$ cat config.mk
export PLATFORM = sky130hd
export DESIGN_NAME = rsp_port
export DESIGN_NICKNAME = d
export VERILOG_FILES = /design/src/verilog/rsp_pkg.sv /design/src/verilog/rsp_sync.sv /design/src/verilog/rsp_port.sv
export VERILOG_INCLUDE_DIRS = /design/src /design/src/verilog
export SDC_FILE = /design/constraint.sdc
export NUM_CORES = 1
export LEC_CHECK = 0
export BUFFER_PORTS_ARGS = -buffer_cell sky130_fd_sc_hd__buf_2
export CAP_MARGIN = 0
export CORE_ASPECT_RATIO = 1.4
export CORE_MARGIN = 4
export CORE_UTILIZATION = 58
export DETAILED_ROUTE_END_ITERATION = 10
export PLACE_DENSITY = 0.85
export REMOVE_ABC_BUFFERS = 1
export SYNTH_ARGS = -nofsm -noshare
export SYNTH_HDL_FRONTEND = slang
export SYNTH_SLANG_ARGS = --single-unit
$ cat constraint.sdc
create_clock -name SYS_CLK -period 2.46 [get_ports SYS_CLK]
set_input_delay 0.123 -clock SYS_CLK [delete_from_list [all_inputs] [get_ports SYS_CLK]]
set_output_delay 0.123 -clock SYS_CLK [all_outputs]
set_load 0.02 [all_outputs]
$ cat src/verilog/rsp_defines.svh
`ifndef RSP_DEFINES_SVH
`define RSP_DEFINES_SVH

// Register indices on the plain register port
`define RSP_REG_CTRL        4'h0
`define RSP_REG_FRAME       4'h1
`define RSP_REG_WDATA       4'h2
`define RSP_REG_RDATA       4'h3
`define RSP_REG_STATUS      4'h4

// Control register fields
`define RSP_CTRL_PINSEL     0
`define RSP_CTRL_HWCLK      1
`define RSP_CTRL_CE         2
`define RSP_CTRL_TXMODE     3
`define RSP_CTRL_TXEN       4
`define RSP_CTRL_RESET      16'h0000

// Frame register fields
`define RSP_FRM_ADDR_LSB    0
`define RSP_FRM_ADDR_MSB    4
`define RSP_FRM_DIR         5
`define RSP_FRM_HDR_LSB     6
`define RSP_FRM_HDR_MSB     8
`define RSP_FRM_FAST        9

// Status register fields
`define RSP_ST_BUSY         0
`define RSP_ST_SYNC         1
`define RSP_ST_CE           2

// Frame layout
`define RSP_HDR_NORMAL      3'h5
`define RSP_FRAME_BITS      25
`define RSP_CMD_BITS        9
`define RSP_CELL_LOAD       5'h19
`define RSP_CELL_LAST       5'h1a
`define RSP_CELL_RX_FIRST   5'h09
`define RSP_CELL_RX_LAST    5'h18

// Shift clock timing
`define RSP_SYS_CLK_MHZ     50
`define RSP_SCLK_HALF_NS    125
`define RSP_SCLK_HALF_CYC   ((`RSP_SCLK_HALF_NS * `RSP_SYS_CLK_MHZ) / 1000)

// Synchroniser width: reference clock, serial data, modem bit
`define RSP_SYNC_W          3

`endif

$ cat src/verilog/rsp_pkg.sv
package rsp_pkg;

    // Serial engine states
    typedef enum logic [0:0] {
        RSP_IDLE,
        RSP_RUN
    } rsp_state_t;

endpackage

$ cat src/verilog/rsp_sync.sv
`timescale 1ns/1ps
`include "rsp_defines.svh"

module rsp_sync
    import rsp_pkg::*;
(
    input  wire logic                    clk,
    input  wire logic                    rst_b,
    input  wire logic [`RSP_SYNC_W-1:0]  async_in,
    output logic      [`RSP_SYNC_W-1:0]  sync_out
);

    logic [`RSP_SYNC_W-1:0] meta_q;

    // Two flops; the first is read only by the second
    always_ff @(posedge clk) begin
        if (!rst_b) begin
            meta_q   <= '0;
            sync_out <= '0;
        end else begin
            meta_q   <= async_in;
            sync_out <= meta_q;
        end
    end

endmodule

$ cat src/verilog/rsp_port.sv
// Our own choices: the plain strobed port and the address map.
`timescale 1ns/1ps
`include "rsp_defines.svh"

// What this block does
// RULE_01: Each access is 25 bits: header, direction, 5-bit address, 16 data.
// RULE_02: Normal frames carry header 101b.
// RULE_03: All fields go out most significant bit first.
// RULE_04: Device alone drives shift clock and load strobe.
// RULE_05: Direction zero makes the radio write the data into the register.
// RULE_06: Write data changes on falling edges, radio samples on rising.
// RULE_07: Radio loads the word on the rising edge after strobe rises.
// RULE_08: Read data changes on rising edges, device samples on falling.
// RULE_09: In a read the radio drives the data field; device lets go.
// RULE_10: Device captures read word at first falling edge with strobe high.
// RULE_11: Radio releases at next rise; device drives after following rise.
// RULE_12: Reads always return 16 bits, unimplemented bits undefined.
// RULE_13: Modem bit line high after reset, timed by 12 MHz radio clock.
// RULE_14: Receive mode: sync low while correlating, high once synced.
// RULE_15: Transmit mode: sync high enables transmitter, low disables it.
// RULE_16: Radio powers down with chip enable low but still serves frames.
// RULE_17: Link sleep forces chip enable low only if clock control enabled.
// RULE_18: Radio pins float after reset until software selects them.
// RULE_19: Fast-write mode lets header carry other values.
// RULE_20: Load strobe stays low while shifting, rises only at frame end.

module rsp_port
    import rsp_pkg::*;
(
    input  wire logic        SYS_CLK,
    input  wire logic        RST_B,
    input  wire logic [3:0]  REG_ADDR,
    input  wire logic [15:0] REG_WDATA,
    input  wire logic        REG_WR,
    input  wire logic        REG_RD,
    output logic      [15:0] REG_RDATA,
    input  wire logic        TX_BIT,
    input  wire logic        RX_SYNC_FOUND,
    input  wire logic        LINK_SLEEP,
    input  wire logic        RADIO_REFERENCE_CLOCK,
    input  wire logic        MODEM_BIT_LINE_I,
    output logic             MODEM_BIT_LINE_O,
    output logic             MODEM_BIT_LINE_OE,
    output logic             MODEM_RX_BIT,
    output logic             SYNC_TX_ENABLE_O,
    output logic             SYNC_TX_ENABLE_OE,
    output logic             RADIO_CHIP_ENABLE_O,
    output logic             RADIO_CHIP_ENABLE_OE,
    output logic             SHIFT_CLK_O,
    output logic             SHIFT_CLK_OE,
    input  wire logic        SERIAL_DATA_LINE_I,
    output logic             SERIAL_DATA_LINE_O,
    output logic             SERIAL_DATA_LINE_OE,
    output logic             LOAD_STROBE_O,
    output logic             LOAD_STROBE_OE
);

    localparam logic [7:0] HALF_CYC = 8'(`RSP_SCLK_HALF_CYC);

    // Cell decode shared by sampling and line ownership
    function automatic logic in_rx_cell(input logic [4:0] c);
        in_rx_cell = (c >= `RSP_CELL_RX_FIRST) && (c <= `RSP_CELL_RX_LAST);
    endfunction

    function automatic logic radio_owns(input logic [4:0] c);
        radio_owns = (c >= `RSP_CELL_RX_FIRST);
    endfunction

    // ------------------------------------------------------------------
    // Register state
    // ------------------------------------------------------------------
    logic [15:0] ctrl_q;
    logic [9:0]  frame_cmd_q;
    logic [15:0] wdata_q;
    logic [15:0] rdata_q;
    logic [15:0] rd_mux;
    logic [15:0] rdata_out_q;

    // Serial engine state
    rsp_state_t  state_q;
    logic [7:0]  div_q;
    logic [4:0]  cell_q;
    logic        half_q;
    logic        is_read_q;
    logic [24:0] shift_q;
    logic [15:0] rx_shift_q;
    logic        sclk_q;
    logic        serial_data_line_q;
    logic        sle_q;

    // Modem state
    logic        modem_q;
    logic        modem_rx_q;
    logic        ref_prev_q;

    // Synchronised pin inputs
    logic [`RSP_SYNC_W-1:0] pins_async;
    logic [`RSP_SYNC_W-1:0] pins_sync;
    logic        ref_s;
    logic        serial_data_line_s;
    logic        modem_s;

    // ------------------------------------------------------------------
    // Decoded controls
    // ------------------------------------------------------------------
    wire pin_function_select = ctrl_q[`RSP_CTRL_PINSEL];
    wire hw_clk_ctrl         = ctrl_q[`RSP_CTRL_HWCLK];
    wire sw_chip_enable      = ctrl_q[`RSP_CTRL_CE];
    wire tx_mode             = ctrl_q[`RSP_CTRL_TXMODE];
    wire tx_enable           = ctrl_q[`RSP_CTRL_TXEN];

    wire wr_ctrl   = REG_WR && (REG_ADDR == `RSP_REG_CTRL);
    wire wr_frame  = REG_WR && (REG_ADDR == `RSP_REG_FRAME);
    wire wr_wdata  = REG_WR && (REG_ADDR == `RSP_REG_WDATA);
    wire busy      = (state_q == RSP_RUN);
    wire start     = wr_frame && !busy;
    wire tick      = busy && (div_q == HALF_CYC - 8'h01);
    wire rise_tick = tick && !half_q;
    wire fall_tick = tick && half_q;
    wire last_cell = (cell_q == `RSP_CELL_LAST);
    wire [4:0] next_cell = cell_q + 5'h01;

    // Header: fixed pattern unless fast write asks otherwise
    wire [2:0] hdr_sel = REG_WDATA[`RSP_FRM_FAST] ?
        REG_WDATA[`RSP_FRM_HDR_MSB:`RSP_FRM_HDR_LSB] :
        `RSP_HDR_NORMAL;                                // RULE_02 RULE_19
    wire       dir_sel = REG_WDATA[`RSP_FRM_DIR];
    wire [4:0] addr_sel =
        REG_WDATA[`RSP_FRM_ADDR_MSB:`RSP_FRM_ADDR_LSB];

    // Frame image, header in the top bits so it leaves first
    wire [24:0] frame_img =
        {hdr_sel, dir_sel, addr_sel, wdata_q};                 // RULE_01

    // Read window: radio owns the data line from the data field on
    wire radio_window = busy && is_read_q
        && radio_owns(cell_q);                                 // RULE_09
    wire sample_now   = fall_tick && is_read_q
        && in_rx_cell(cell_q);                                 // RULE_08
    wire capture_now  = fall_tick && is_read_q
        && (cell_q == `RSP_CELL_LOAD);                         // RULE_10

    // ------------------------------------------------------------------
    // Pin input synchronisers
    // ------------------------------------------------------------------
    assign pins_async = {MODEM_BIT_LINE_I, SERIAL_DATA_LINE_I,
                         RADIO_REFERENCE_CLOCK};
    assign ref_s   = pins_sync[0];
    assign serial_data_line_s  = pins_sync[1];
    assign modem_s = pins_sync[2];

    rsp_sync u_sync (
        .clk      (SYS_CLK),
        .rst_b    (RST_B),
        .async_in (pins_async),
        .sync_out (pins_sync)
    );

    // Rising edge of the radio clock, seen in the system domain
    wire ref_rise = ref_s && !ref_prev_q;

    // ------------------------------------------------------------------
    // Software registers
    // ------------------------------------------------------------------
    // Control, frame command and write data
    always_ff @(posedge SYS_CLK) begin
        if (!RST_B) begin
            ctrl_q      <= `RSP_CTRL_RESET;
            frame_cmd_q <= '0;
            wdata_q     <= '0;
        end else begin
            if (wr_ctrl) begin
                ctrl_q <= REG_WDATA;
            end
            // Frame register frozen during a frame, keeps status honest
            if (start) begin
                frame_cmd_q <= REG_WDATA[9:0];
            end
            if (wr_wdata && !busy) begin
                wdata_q <= REG_WDATA;
            end
        end
    end

    // Read mux; unmapped indices read zero
    always_comb begin
        case (REG_ADDR)
            `RSP_REG_CTRL:   rd_mux = ctrl_q;
            `RSP_REG_FRAME:  rd_mux = {6'h00, frame_cmd_q};
            `RSP_REG_WDATA:  rd_mux = wdata_q;
            `RSP_REG_RDATA:  rd_mux = rdata_q;
            `RSP_REG_STATUS: rd_mux = {13'h0000,
                                      RADIO_CHIP_ENABLE_O,
                                      RX_SYNC_FOUND, busy};
            default:         rd_mux = 16'h0000;
        endcase
    end

    // Read data stands only in the cycle after the strobe
    always_ff @(posedge SYS_CLK) begin
        if (!RST_B) begin
            rdata_out_q <= '0;
        end else begin
            rdata_out_q <= REG_RD ? rd_mux : 16'h0000;
        end
    end

    assign REG_RDATA = rdata_out_q;

    // ------------------------------------------------------------------
    // Serial engine: 27 cells, each one low half then one high half
    // ------------------------------------------------------------------
    // Half-period divider; restarts with each frame
    always_ff @(posedge SYS_CLK) begin
        if (!RST_B) begin
            div_q <= '0;
        end else if (!busy || tick) begin
            div_q <= '0;
        end else begin
            div_q <= div_q + 8'h01;
        end
    end

    // State, cell count and clock phase
    always_ff @(posedge SYS_CLK) begin
        if (!RST_B) begin
            state_q   <= RSP_IDLE;
            cell_q    <= '0;
            half_q    <= 1'b0;
            is_read_q <= 1'b0;
        end else begin
            case (state_q)
                RSP_IDLE: begin
                    half_q <= 1'b0;
                    cell_q <= '0;
                    if (start) begin
                        state_q   <= RSP_RUN;
                        is_read_q <= dir_sel;                  // RULE_05
                    end
                end
                RSP_RUN: begin
                    if (tick) begin
                        half_q <= !half_q;
                    end
                    if (fall_tick) begin
                        cell_q <= next_cell;
                        // Device takes the line back only here
                        if (last_cell) begin
                            state_q <= RSP_IDLE;               // RULE_11
                        end
                    end
                end
                default: begin
                    state_q <= RSP_IDLE;
                end
            endcase
        end
    end

    // Shift clock: rises mid-cell, falls at the cell boundary
    always_ff @(posedge SYS_CLK) begin
        if (!RST_B) begin
            sclk_q <= 1'b0;
        end else if (rise_tick) begin
            sclk_q <= 1'b1;                                    // RULE_04
        end else if (fall_tick || !busy) begin
            sclk_q <= 1'b0;
        end
    end

    // Outgoing frame; new bit set on each falling edge
    always_ff @(posedge SYS_CLK) begin
        if (!RST_B) begin
            shift_q <= '0;
            serial_data_line_q  <= 1'b0;
        end else if (start) begin
            shift_q <= {frame_img[23:0], 1'b0};
            serial_data_line_q  <= frame_img[24];                          // RULE_03
        end else if (fall_tick) begin
            shift_q <= {shift_q[23:0], 1'b0};
            serial_data_line_q  <= shift_q[24];                            // RULE_06
        end
    end

    // Load strobe high only across the load cell
    always_ff @(posedge SYS_CLK) begin
        if (!RST_B) begin
            sle_q <= 1'b0;
        end else if (fall_tick) begin
            sle_q <= (next_cell == `RSP_CELL_LOAD);            // RULE_20
        end else if (!busy) begin
            sle_q <= 1'b0;
        end
    end

    // Read data in, captured word held for software
    always_ff @(posedge SYS_CLK) begin
        if (!RST_B) begin
            rx_shift_q <= '0;
            rdata_q    <= '0;
        end else begin
            if (sample_now) begin
                rx_shift_q <= {rx_shift_q[14:0], serial_data_line_s};      // RULE_03
            end
            // All 16 bits kept, whatever the register width
            if (capture_now) begin
                rdata_q <= rx_shift_q;                         // RULE_12
            end
        end
    end

    // ------------------------------------------------------------------
    // Modem path, paced by the radio clock edges
    // ------------------------------------------------------------------
    // The radio clock is only sampled, so the bit lags by up to 3 cycles
    always_ff @(posedge SYS_CLK) begin
        if (!RST_B) begin
            ref_prev_q <= 1'b0;
            modem_q    <= 1'b1;                                // RULE_13
            modem_rx_q <= 1'b0;
        end else begin
            ref_prev_q <= ref_s;
            if (ref_rise) begin
                modem_q    <= tx_mode ? TX_BIT : 1'b1;         // RULE_13
                modem_rx_q <= modem_s;
            end
        end
    end

    assign MODEM_BIT_LINE_O  = modem_q;
    // Dedicated pin: driven from reset, released only to receive
    assign MODEM_BIT_LINE_OE = tx_mode || !pin_function_select;
    assign MODEM_RX_BIT      = modem_rx_q;

    // ------------------------------------------------------------------
    // Sync and chip enable
    // ------------------------------------------------------------------
    wire sync_rx  = RX_SYNC_FOUND;                             // RULE_14
    wire sync_tx  = tx_enable;                                 // RULE_15
    wire sleep_ce = hw_clk_ctrl && LINK_SLEEP;                 // RULE_17

    assign SYNC_TX_ENABLE_O    = tx_mode ? sync_tx : sync_rx;
    assign RADIO_CHIP_ENABLE_O = sw_chip_enable && !sleep_ce;

    // ------------------------------------------------------------------
    // Pin drive, all gated by the pin function select
    // ------------------------------------------------------------------
    assign SYNC_TX_ENABLE_OE    = pin_function_select;        // RULE_18
    assign RADIO_CHIP_ENABLE_OE = pin_function_select;        // RULE_18
    assign SHIFT_CLK_O          = sclk_q;
    assign SHIFT_CLK_OE         = pin_function_select;        // RULE_04
    assign LOAD_STROBE_O        = sle_q;                      // RULE_07
    assign LOAD_STROBE_OE       = pin_function_select;        // RULE_04
    assign SERIAL_DATA_LINE_O   = serial_data_line_q;
    assign SERIAL_DATA_LINE_OE  = pin_function_select
        && !radio_window;                                     // RULE_09

endmodule

After elaboration in Yosys (flattened, before gate mapping)
Cells that the tools add are included.
{"block": "totals", "reg_bits": 142, "input_bits": 30, "output_inout_bits": 29, "elab_cells": 89}
{"block": "op_classes", "addsub": 2, "n_lt_le_gt_ge": 2, "n_eq_ne": 10, "muxes": 20, "n_bitwise": 2, "n_reduce_logical": 33}
{"cell": "one-hot mux 16 bit (5 select lines)", "count": 1}
{"cell": "two-way mux 25 bit", "count": 2}
{"cell": "logical AND 1 bit", "count": 18}
{"cell": "equality test 5 bit, second input constant", "count": 3}
{"cell": "two-way mux 1 bit", "count": 12}
{"cell": "one-hot mux 5 bit (2 select lines)", "count": 1}
{"cell": "adder 8 x 1 -> 8 bit, second input constant", "count": 1}
{"cell": "equality test 4 x 2 -> 1 bit, second input constant", "count": 2}
{"cell": "equality test 8 x 3 -> 1 bit, second input constant", "count": 1}
{"cell": "logical NOT 1 bit", "count": 6}
{"cell": "adder 5 x 1 -> 5 bit, second input constant", "count": 1}
{"cell": "greater-or-equal comparator 5 x 4 -> 1 bit, second input constant", "count": 1}
{"cell": "less-or-equal comparator 5 bit, second input constant", "count": 1}
{"cell": "two-way mux 5 bit", "count": 1}
{"cell": "equality test 4 x 1 -> 1 bit, second input constant", "count": 1}
{"cell": "equality test 4 x 3 -> 1 bit, second input constant", "count": 1}
{"cell": "logical NOT 4 bit", "count": 1}
{"cell": "inequality test 2 x 1 -> 1 bit, second input constant", "count": 2}
{"cell": "one-hot mux 1 bit (2 select lines)", "count": 2}
{"cell": "AND reduction 2 bit", "count": 2}
{"cell": "nonzero test 2 bit", "count": 2}
{"cell": "logical OR 1 bit", "count": 3}
{"cell": "two-way mux 3 bit", "count": 1}
{"cell": "inverter 1 bit", "count": 2}
{"cell": "OR reduction 2 bit", "count": 1}

Depth between registers and ports, before layout
{"block": "logic_depth", "ltp_word": 6, "depth_mapped": 9, "ltp_nobuf": 6}

By module
Synthesis repeated with hierarchy kept, for this count alone.
{"block": "unflattened", "cells_unflattened": 594, "hier_area_um2": 5509.0}
{"module": "rsp_port", "instances": 1, "cells_per_inst": 582, "area_per_inst_um2": 5351.4, "seq_area_each_um2": 2702.6}
{"module": "rsp_sync", "instances": 1, "cells_per_inst": 12, "area_per_inst_um2": 157.7, "seq_area_each_um2": 120.1}

Worst setup path after synthesis
OpenSTA, ideal clock, no wires.
{"block": "synth_timing", "path_kind": "reg-to-reg", "start": "register div_q[0]", "end": "register rx_shift_q[5]", "setup_ps": 72, "arrival_ps": 1869, "t_required_ps": 2388, "path_slack_ps": 519, "stages_incl_launch_ff": 8, "n_path_buf": 2, "synth_period_minus_slack_ps": 1941, "path_cell_list": "dfxtp_1 ha_1 nor4bb_1 buf_4 nand2_2 a311oi_4 buf_6 mux2i_1"}
{"block": "synth_via", "elab_chain_len": 5}
{"item": "from (decl)", "line": "rsp_port.sv:81", "text": "logic [7:0] div_q;"}
{"item": "from (signal assigned)", "line": "rsp_port.sv:220", "text": "div_q <= div_q + 8'h01;"}
{"item": "equality test 8 x 3 -> 1 bit", "line": "rsp_port.sv:117", "text": "wire tick = busy && (div_q == HALF_CYC - 8'h01);"}
{"item": "logical AND 1 bit", "line": "rsp_port.sv:117"}
{"item": "logical AND 1 bit", "line": "rsp_port.sv:119", "text": "wire fall_tick = tick && half_q;"}
{"item": "logical AND 1 bit", "line": "rsp_port.sv:138", "text": "wire sample_now = fall_tick && is_read_q"}
{"item": "logical AND 1 bit", "line": "rsp_port.sv:139", "text": "&& in_rx_cell(cell_q);"}
{"item": "to (signal assigned)", "line": "rsp_port.sv:303", "text": "rx_shift_q <= {rx_shift_q[14:0], serial_data_line_s};"}
{"item": "to (decl)", "line": "rsp_port.sv:86", "text": "logic [15:0] rx_shift_q;"}
No other way between the ends.
A chain may end at the register's enable or synchronous reset.

Worst setup path after layout
{"block": "layout_timing", "start": "register cell_q[1]", "end": "output SERIAL_DATA_LINE_OE"}
{"block": "layout_via", "elab_chain_len": 4}
{"item": "from (decl)", "line": "rsp_port.sv:82", "text": "logic [4:0] cell_q;"}
{"item": "from (signal assigned)", "line": "rsp_port.sv:246", "text": "cell_q <= next_cell;"}
{"item": "greater-or-equal comparator 5 x 4 -> 1 bit (no line)"}
{"item": "logical AND 1 bit", "line": "rsp_port.sv:137", "text": "&& radio_owns(cell_q);"}
{"item": "logical NOT 1 bit", "line": "rsp_port.sv:356", "text": "&& !radio_window;"}
{"item": "logical AND 1 bit", "line": "rsp_port.sv:356"}
{"item": "to (decl)", "line": "rsp_port.sv:53", "text": "output logic SERIAL_DATA_LINE_OE,"}
No other way between the ends.

==> results by stage <==
STA:
- For the final routed database, the setup TNS stands at 0 ns.
- The total count of max-transition violations in the final report is 0.
- At the pin with the least slew margin, the transition time is 0.897 ns.
- The part of the cycle the worst path needs is 0.927.
- Setup repair after global routing left no endpoint under its margin.
- On the final layout, the worst hold slack is roughly 0.042 ns.
- Timing would allow up to 439 MHz.
- The remaining max-slew budget at the tightest pin is 0.394.
- The clock skew is 0.00740 ns.
- The worst setup slack after layout is 0.180 ns.
- The final setup violation count is 0.
- The final hold violation count came to 0.
- Counting I/O delays and the setup requirement, the final critical path takes 2.28 ns.

Power:
- The total design power is 5.07 mW.
- For this design the ratio of total power to cell area is 763 mW/mm^2.
- For this design the total switching power over the nets is 1.08 mW.
- The static leakage power is 2.49 nW.
- Across the VDD grid, the largest voltage drop is 0.493 mV.
- The switching portion of total power is 0.213.
- Of the total power, combinational logic draws 0.033.
- The internal portion of the total power is between 3 and 4 mW.
- The share of total power dissipated in the clock network is 0.511.
- The sequential group share of total power is 0.456.

Place:
- Counting tap cells, the placed design contains a total of 750 instances.
- The number of buffer cells added on primary ports is 58.
- Summed over all nets, the half-perimeter wirelength after detailed placement is roughly 9.2 mm.
- The post-place setup slack is 0.426 ns.
- The total placed instance area is 0.00585 mm^2.
- At the end of routability-driven placement, the weighted congestion stood at ~0.85.

Global routing:
- Entering global routing, the biggest net connects 31 pins.
- In the global route stage, overall resource usage came out at 0.268.
- The number of global-route vias before repair is 4885.
- The sum of overflow across all layers after global routing is 0.
- The initial antenna violation count came to 0.
- The first global-routing pass estimated 23.6 mm of wire.

Critical path:
- The slowest cell on the critical path is dfxtp_1.
- The kind of launch point of the worst setup path is a register.
- The beginning of the critical path is cell_q[1]$_SDFFE_PN0P_.
- In this design, the stage delay of the slowest critical-path cell is 0.43 ns.
- The worst-case reg-to-reg path depth is 7.
- In this run the worst setup path terminates at SERIAL_DATA_LINE_OE.
- The endpoint identified for the worst register-to-register timing path is rx_shift_q[3]$_SDFFE_PN0P_.
- At the worst endpoint, the arrival time is between 2 and 2.5 ns.
- The critical path is of the reg -> out type.
- Counting buffers and inverters, the worst setup path is 6 cells deep.
- Traced cell by cell, the critical path runs through inv_1 -> ha_1 -> o41a_1 -> o211ai_1 -> and2_1 -> buf_2.
- The category of the worst setup path capture point is an output port.
- At the worst endpoint, the required time is 2.34 ns.
- The start of the worst register-to-register path is div_q[0]$_SDFF_PP0_.
- Broken down by cell family, the worst path's largest delay share belongs to compound AO/OA/AOI/OAI gates.
- The worst-path maximum fanout is 6.
- The setup check on the worst reg-to-reg path leaves a slack of 0.36 ns.
- The total buffers and inverters traversed by the critical path is 2.

Floorplanning:
- 59 I/O pins were placed.
- For this configuration, the core starts out at a cell density of 0.601.
- The total core area is 0.00908 mm^2.
- The number of rows created at floorplan is 41.
- The die boundary width is 90.0 um.
- The die is 123 um tall.
- The die covers around 0.011 mm^2.

Logic synthesis:
- The synthesized netlist occupies a cell area of 0.00545 mm^2.
- The count of different cell masters after synthesis is 43.
- The sequential fraction of the synthesis area is 0.518.
- Of the total synthesized cell area, the portion taken by XOR and XNOR cells is 0.0193.
- Of the total synthesized cell area, the portion taken by AND, OR, NAND and NOR gates is 0.200.
- The share of the synthesized area in compound gates (AO/OA/AOI/OAI) is 0.147.
- Of the total synthesized cell area, the portion taken by full adders, half adders and majority gates is 0.0138.
- The average instance in the mapped netlist occupies 8.99 um^2.
- Synthesis handed over a netlist of just over 600 instances.
- The synthesized flop and latch total is 141.
- The largest family of logic cells by synthesized area is simple AND/OR/NAND/NOR gates.
- Of the post-synthesis cell area, the part taken by muxes is 0.0645.
- The total of warnings raised by yosys is 0.

Outcome:
- The run finished with clean final reports.

Cells and area:
- Measured on the finished design, the core utilization comes to 0.733.
- The area added between synthesis and finish is 22.0%.
- Once layout is complete, the cells apart from fillers number roughly 800.
- The share of final-layout standard cells stronger than drive strength 1 is 0.171.
- The finished cells cover 0.00665 mm^2.
- The net count of the finished layout is 717.
- The number of antenna diodes in the final layout is 0.

Clocking:
- The TritonCTS clock tree is yes.
- At the later pin of the worst-skew pair, clock insertion delay measures between 0.4 and 0.5 ns.
- The H-tree was split into 4 levels.
- The clock transition at the registers of the reported paths is 0.06 ns.
- The clock passes through at most 2 buffers.
- Clock tree synthesis found a total of 141 sinks.
- TritonCTS created 17 clock buffers.
- In this run the clock root is driven by a clkbuf_16.

Detailed routing:
- The detailed-route vias per instance is ~6.1.
- In the final routed layout, each cell accounts on average for 17.9 um.
- The number of DRC violations after detailed-routing iteration 0 is 667.
- In this run the remaining antenna-violating nets after routing total 0.
- The routed design has 14.3 mm of wire.
- The remaining routing DRC violations is 0.
- For this block, the via count after detailed routing is 4869.
- The number of iterations in the first detailed-routing pass is 6.

Hold path:
- The worst hold path begins at TX_BIT.
- The worst hold path belongs to the class in -> reg.

Job:
- The tool flagged a number of max-cap violations equal to 0.
## registers in the layout, indices dropped and copies added, names as in the netlist, 3 cells and up
| register | flops |
|---|---|
| cell_q | 5 |
| shift_q | 24 |
| REG_RDATA | 16 |
| wdata_q | 16 |
| u_sync.meta_q | 3 |
| frame_cmd_q | 10 |
| rx_shift_q | 16 |
| rdata_q | 16 |
| u_sync.sync_out | 3 |
| div_q | 8 |
| ctrl_q | 16 |
## worst register-to-register path, stage by stage (launching register included)
cell and delay (ns):
dfxtp_1 0.42, ha_1 0.17, nor4bb_1 0.23, buf_4 0.23, nand2_2 0.11, a311oi_4 0.30
buf_4 0.33, mux2i_1 0.25
## cells in the mapped netlist
cell type | instances | area, um^2
o211ai_1 | 1 | 7.51
nand4b_1 | 1 | 8.76
o31ai_1 | 1 | 7.51
nand3_1 | 33 | 165
buf_2 | 6 | 30.0
and3b_1 | 1 | 8.76
a311oi_4 | 1 | 26.3
dfxtp_1 | 141 | 2820
and3_1 | 6 | 37.5
nor3b_1 | 1 | 7.51
buf_6 | 1 | 11.3
nand2b_1 | 2 | 12.5
a21boi_0 | 1 | 7.51
nor2_1 | 36 | 135
a222oi_1 | 13 | 130
xnor2_1 | 3 | 26.3
a22oi_1 | 21 | 158
xor2_1 | 9 | 78.8
nand4_2 | 1 | 12.5
buf_4 | 4 | 30.0
a31oi_1 | 11 | 68.8
nor2b_1 | 2 | 12.5
nand2_1 | 133 | 499
nand3b_1 | 3 | 22.5
o41a_1 | 1 | 11.3
nor4b_4 | 1 | 23.8
nand4_1 | 1 | 6.26
nor4b_2 | 1 | 15.0
and2_0 | 2 | 12.5
o21ai_0 | 6 | 30.0
mux2i_1 | 34 | 340
nor3_1 | 2 | 10.0
a21oi_1 | 69 | 345
and2_1 | 9 | 56.3
a311oi_1 | 1 | 8.76
clkbuf_1 | 32 | 120
inv_1 | 4 | 15.0
nor4_2 | 1 | 12.5
nand2_2 | 1 | 6.26
nor4b_1 | 2 | 17.5
ha_1 | 6 | 75.1
mux2_2 | 1 | 11.3
nor4bb_1 | 1 | 10.0
## final cells by class
class	count	area, um^2
flip-flops and latches	141	2820
multi-input cells	419	2430
fillers	632	2430
repair buffers	98	638
clock buffers	19	443
clock inverters	13	168
well taps	107	134
inverters	4	15.0
## layer usage
layer | vias to the layer above | routed length (um) | GRT usage
li1 | 2263 | - | -
met1 | 2318 | 5460 | 0.306
met2 | 244 | 7530 | 0.490
met3 | 44 | 959 | 0.0576
met4 | 0 | 357 | 0.110
met5 | - | 0 | 0
## what timing repair did
item	CTS	global route
setup buffers	0	0
hold buffers	19	0
resized for setup	0	0
endpoints found under the hold margin	41	0
## cells by family after synthesis
logic type | Yosys count
AND/OR/NAND/NOR | 240
XOR/XNOR | 12
multiplexers | 35
adder cells (fa/ha/maj) | 6
flip-flops | 141
AO/OA/AOI/OAI | 126
buffers and inverters | 47
## power by group through the flow
| stage | Clock (mW) | Sequential, mW | Combinational (mW) |
|---|---|---|---|
| after floorplan | 0 | 2.36 | 0.0572 |
| after global routing | 2.73 | 2.31 | 0.183 |
| after CTS | 2.61 | 2.31 | 0.166 |
| final | 2.59 | 2.31 | 0.169 |
| after global placement | 0 | 2.36 | 0.137 |
| after detailed placement | 0 | 2.36 | 0.141 |
## layout by cell type (no fill, tap or decap), drive strengths merged, types with 9 or more instances in the layout
master,netlist,layout
buf,11,79
a31oi,11,11
a21oi,69,69
nand2,134,134
xor2,9,9
clkbuf,32,19
dfxtp,141,141
a222oi,13,13
mux2i,34,34
and2,11,11
dlygate4sd3,0,19
nor2,36,36
a22oi,21,21
nand3,33,33
## how the worst min path moves through the flow
stage                                    end  cells past startpoint
2_1_floorplan  MODEM_BIT_LINE_O$_SDFFE_PN1P_                      1
3_3_place_gp     u_sync.meta_q[2]$_SDFF_PN0_                      2
3_5_place_dp     u_sync.meta_q[2]$_SDFF_PN0_                      2
4_1_cts        MODEM_BIT_LINE_O$_SDFFE_PN1P_                      4
5_1_grt        MODEM_BIT_LINE_O$_SDFFE_PN1P_                      4
6_report       MODEM_BIT_LINE_O$_SDFFE_PN1P_                      4
No activity file was read; power rests on OpenSTA's default activity.
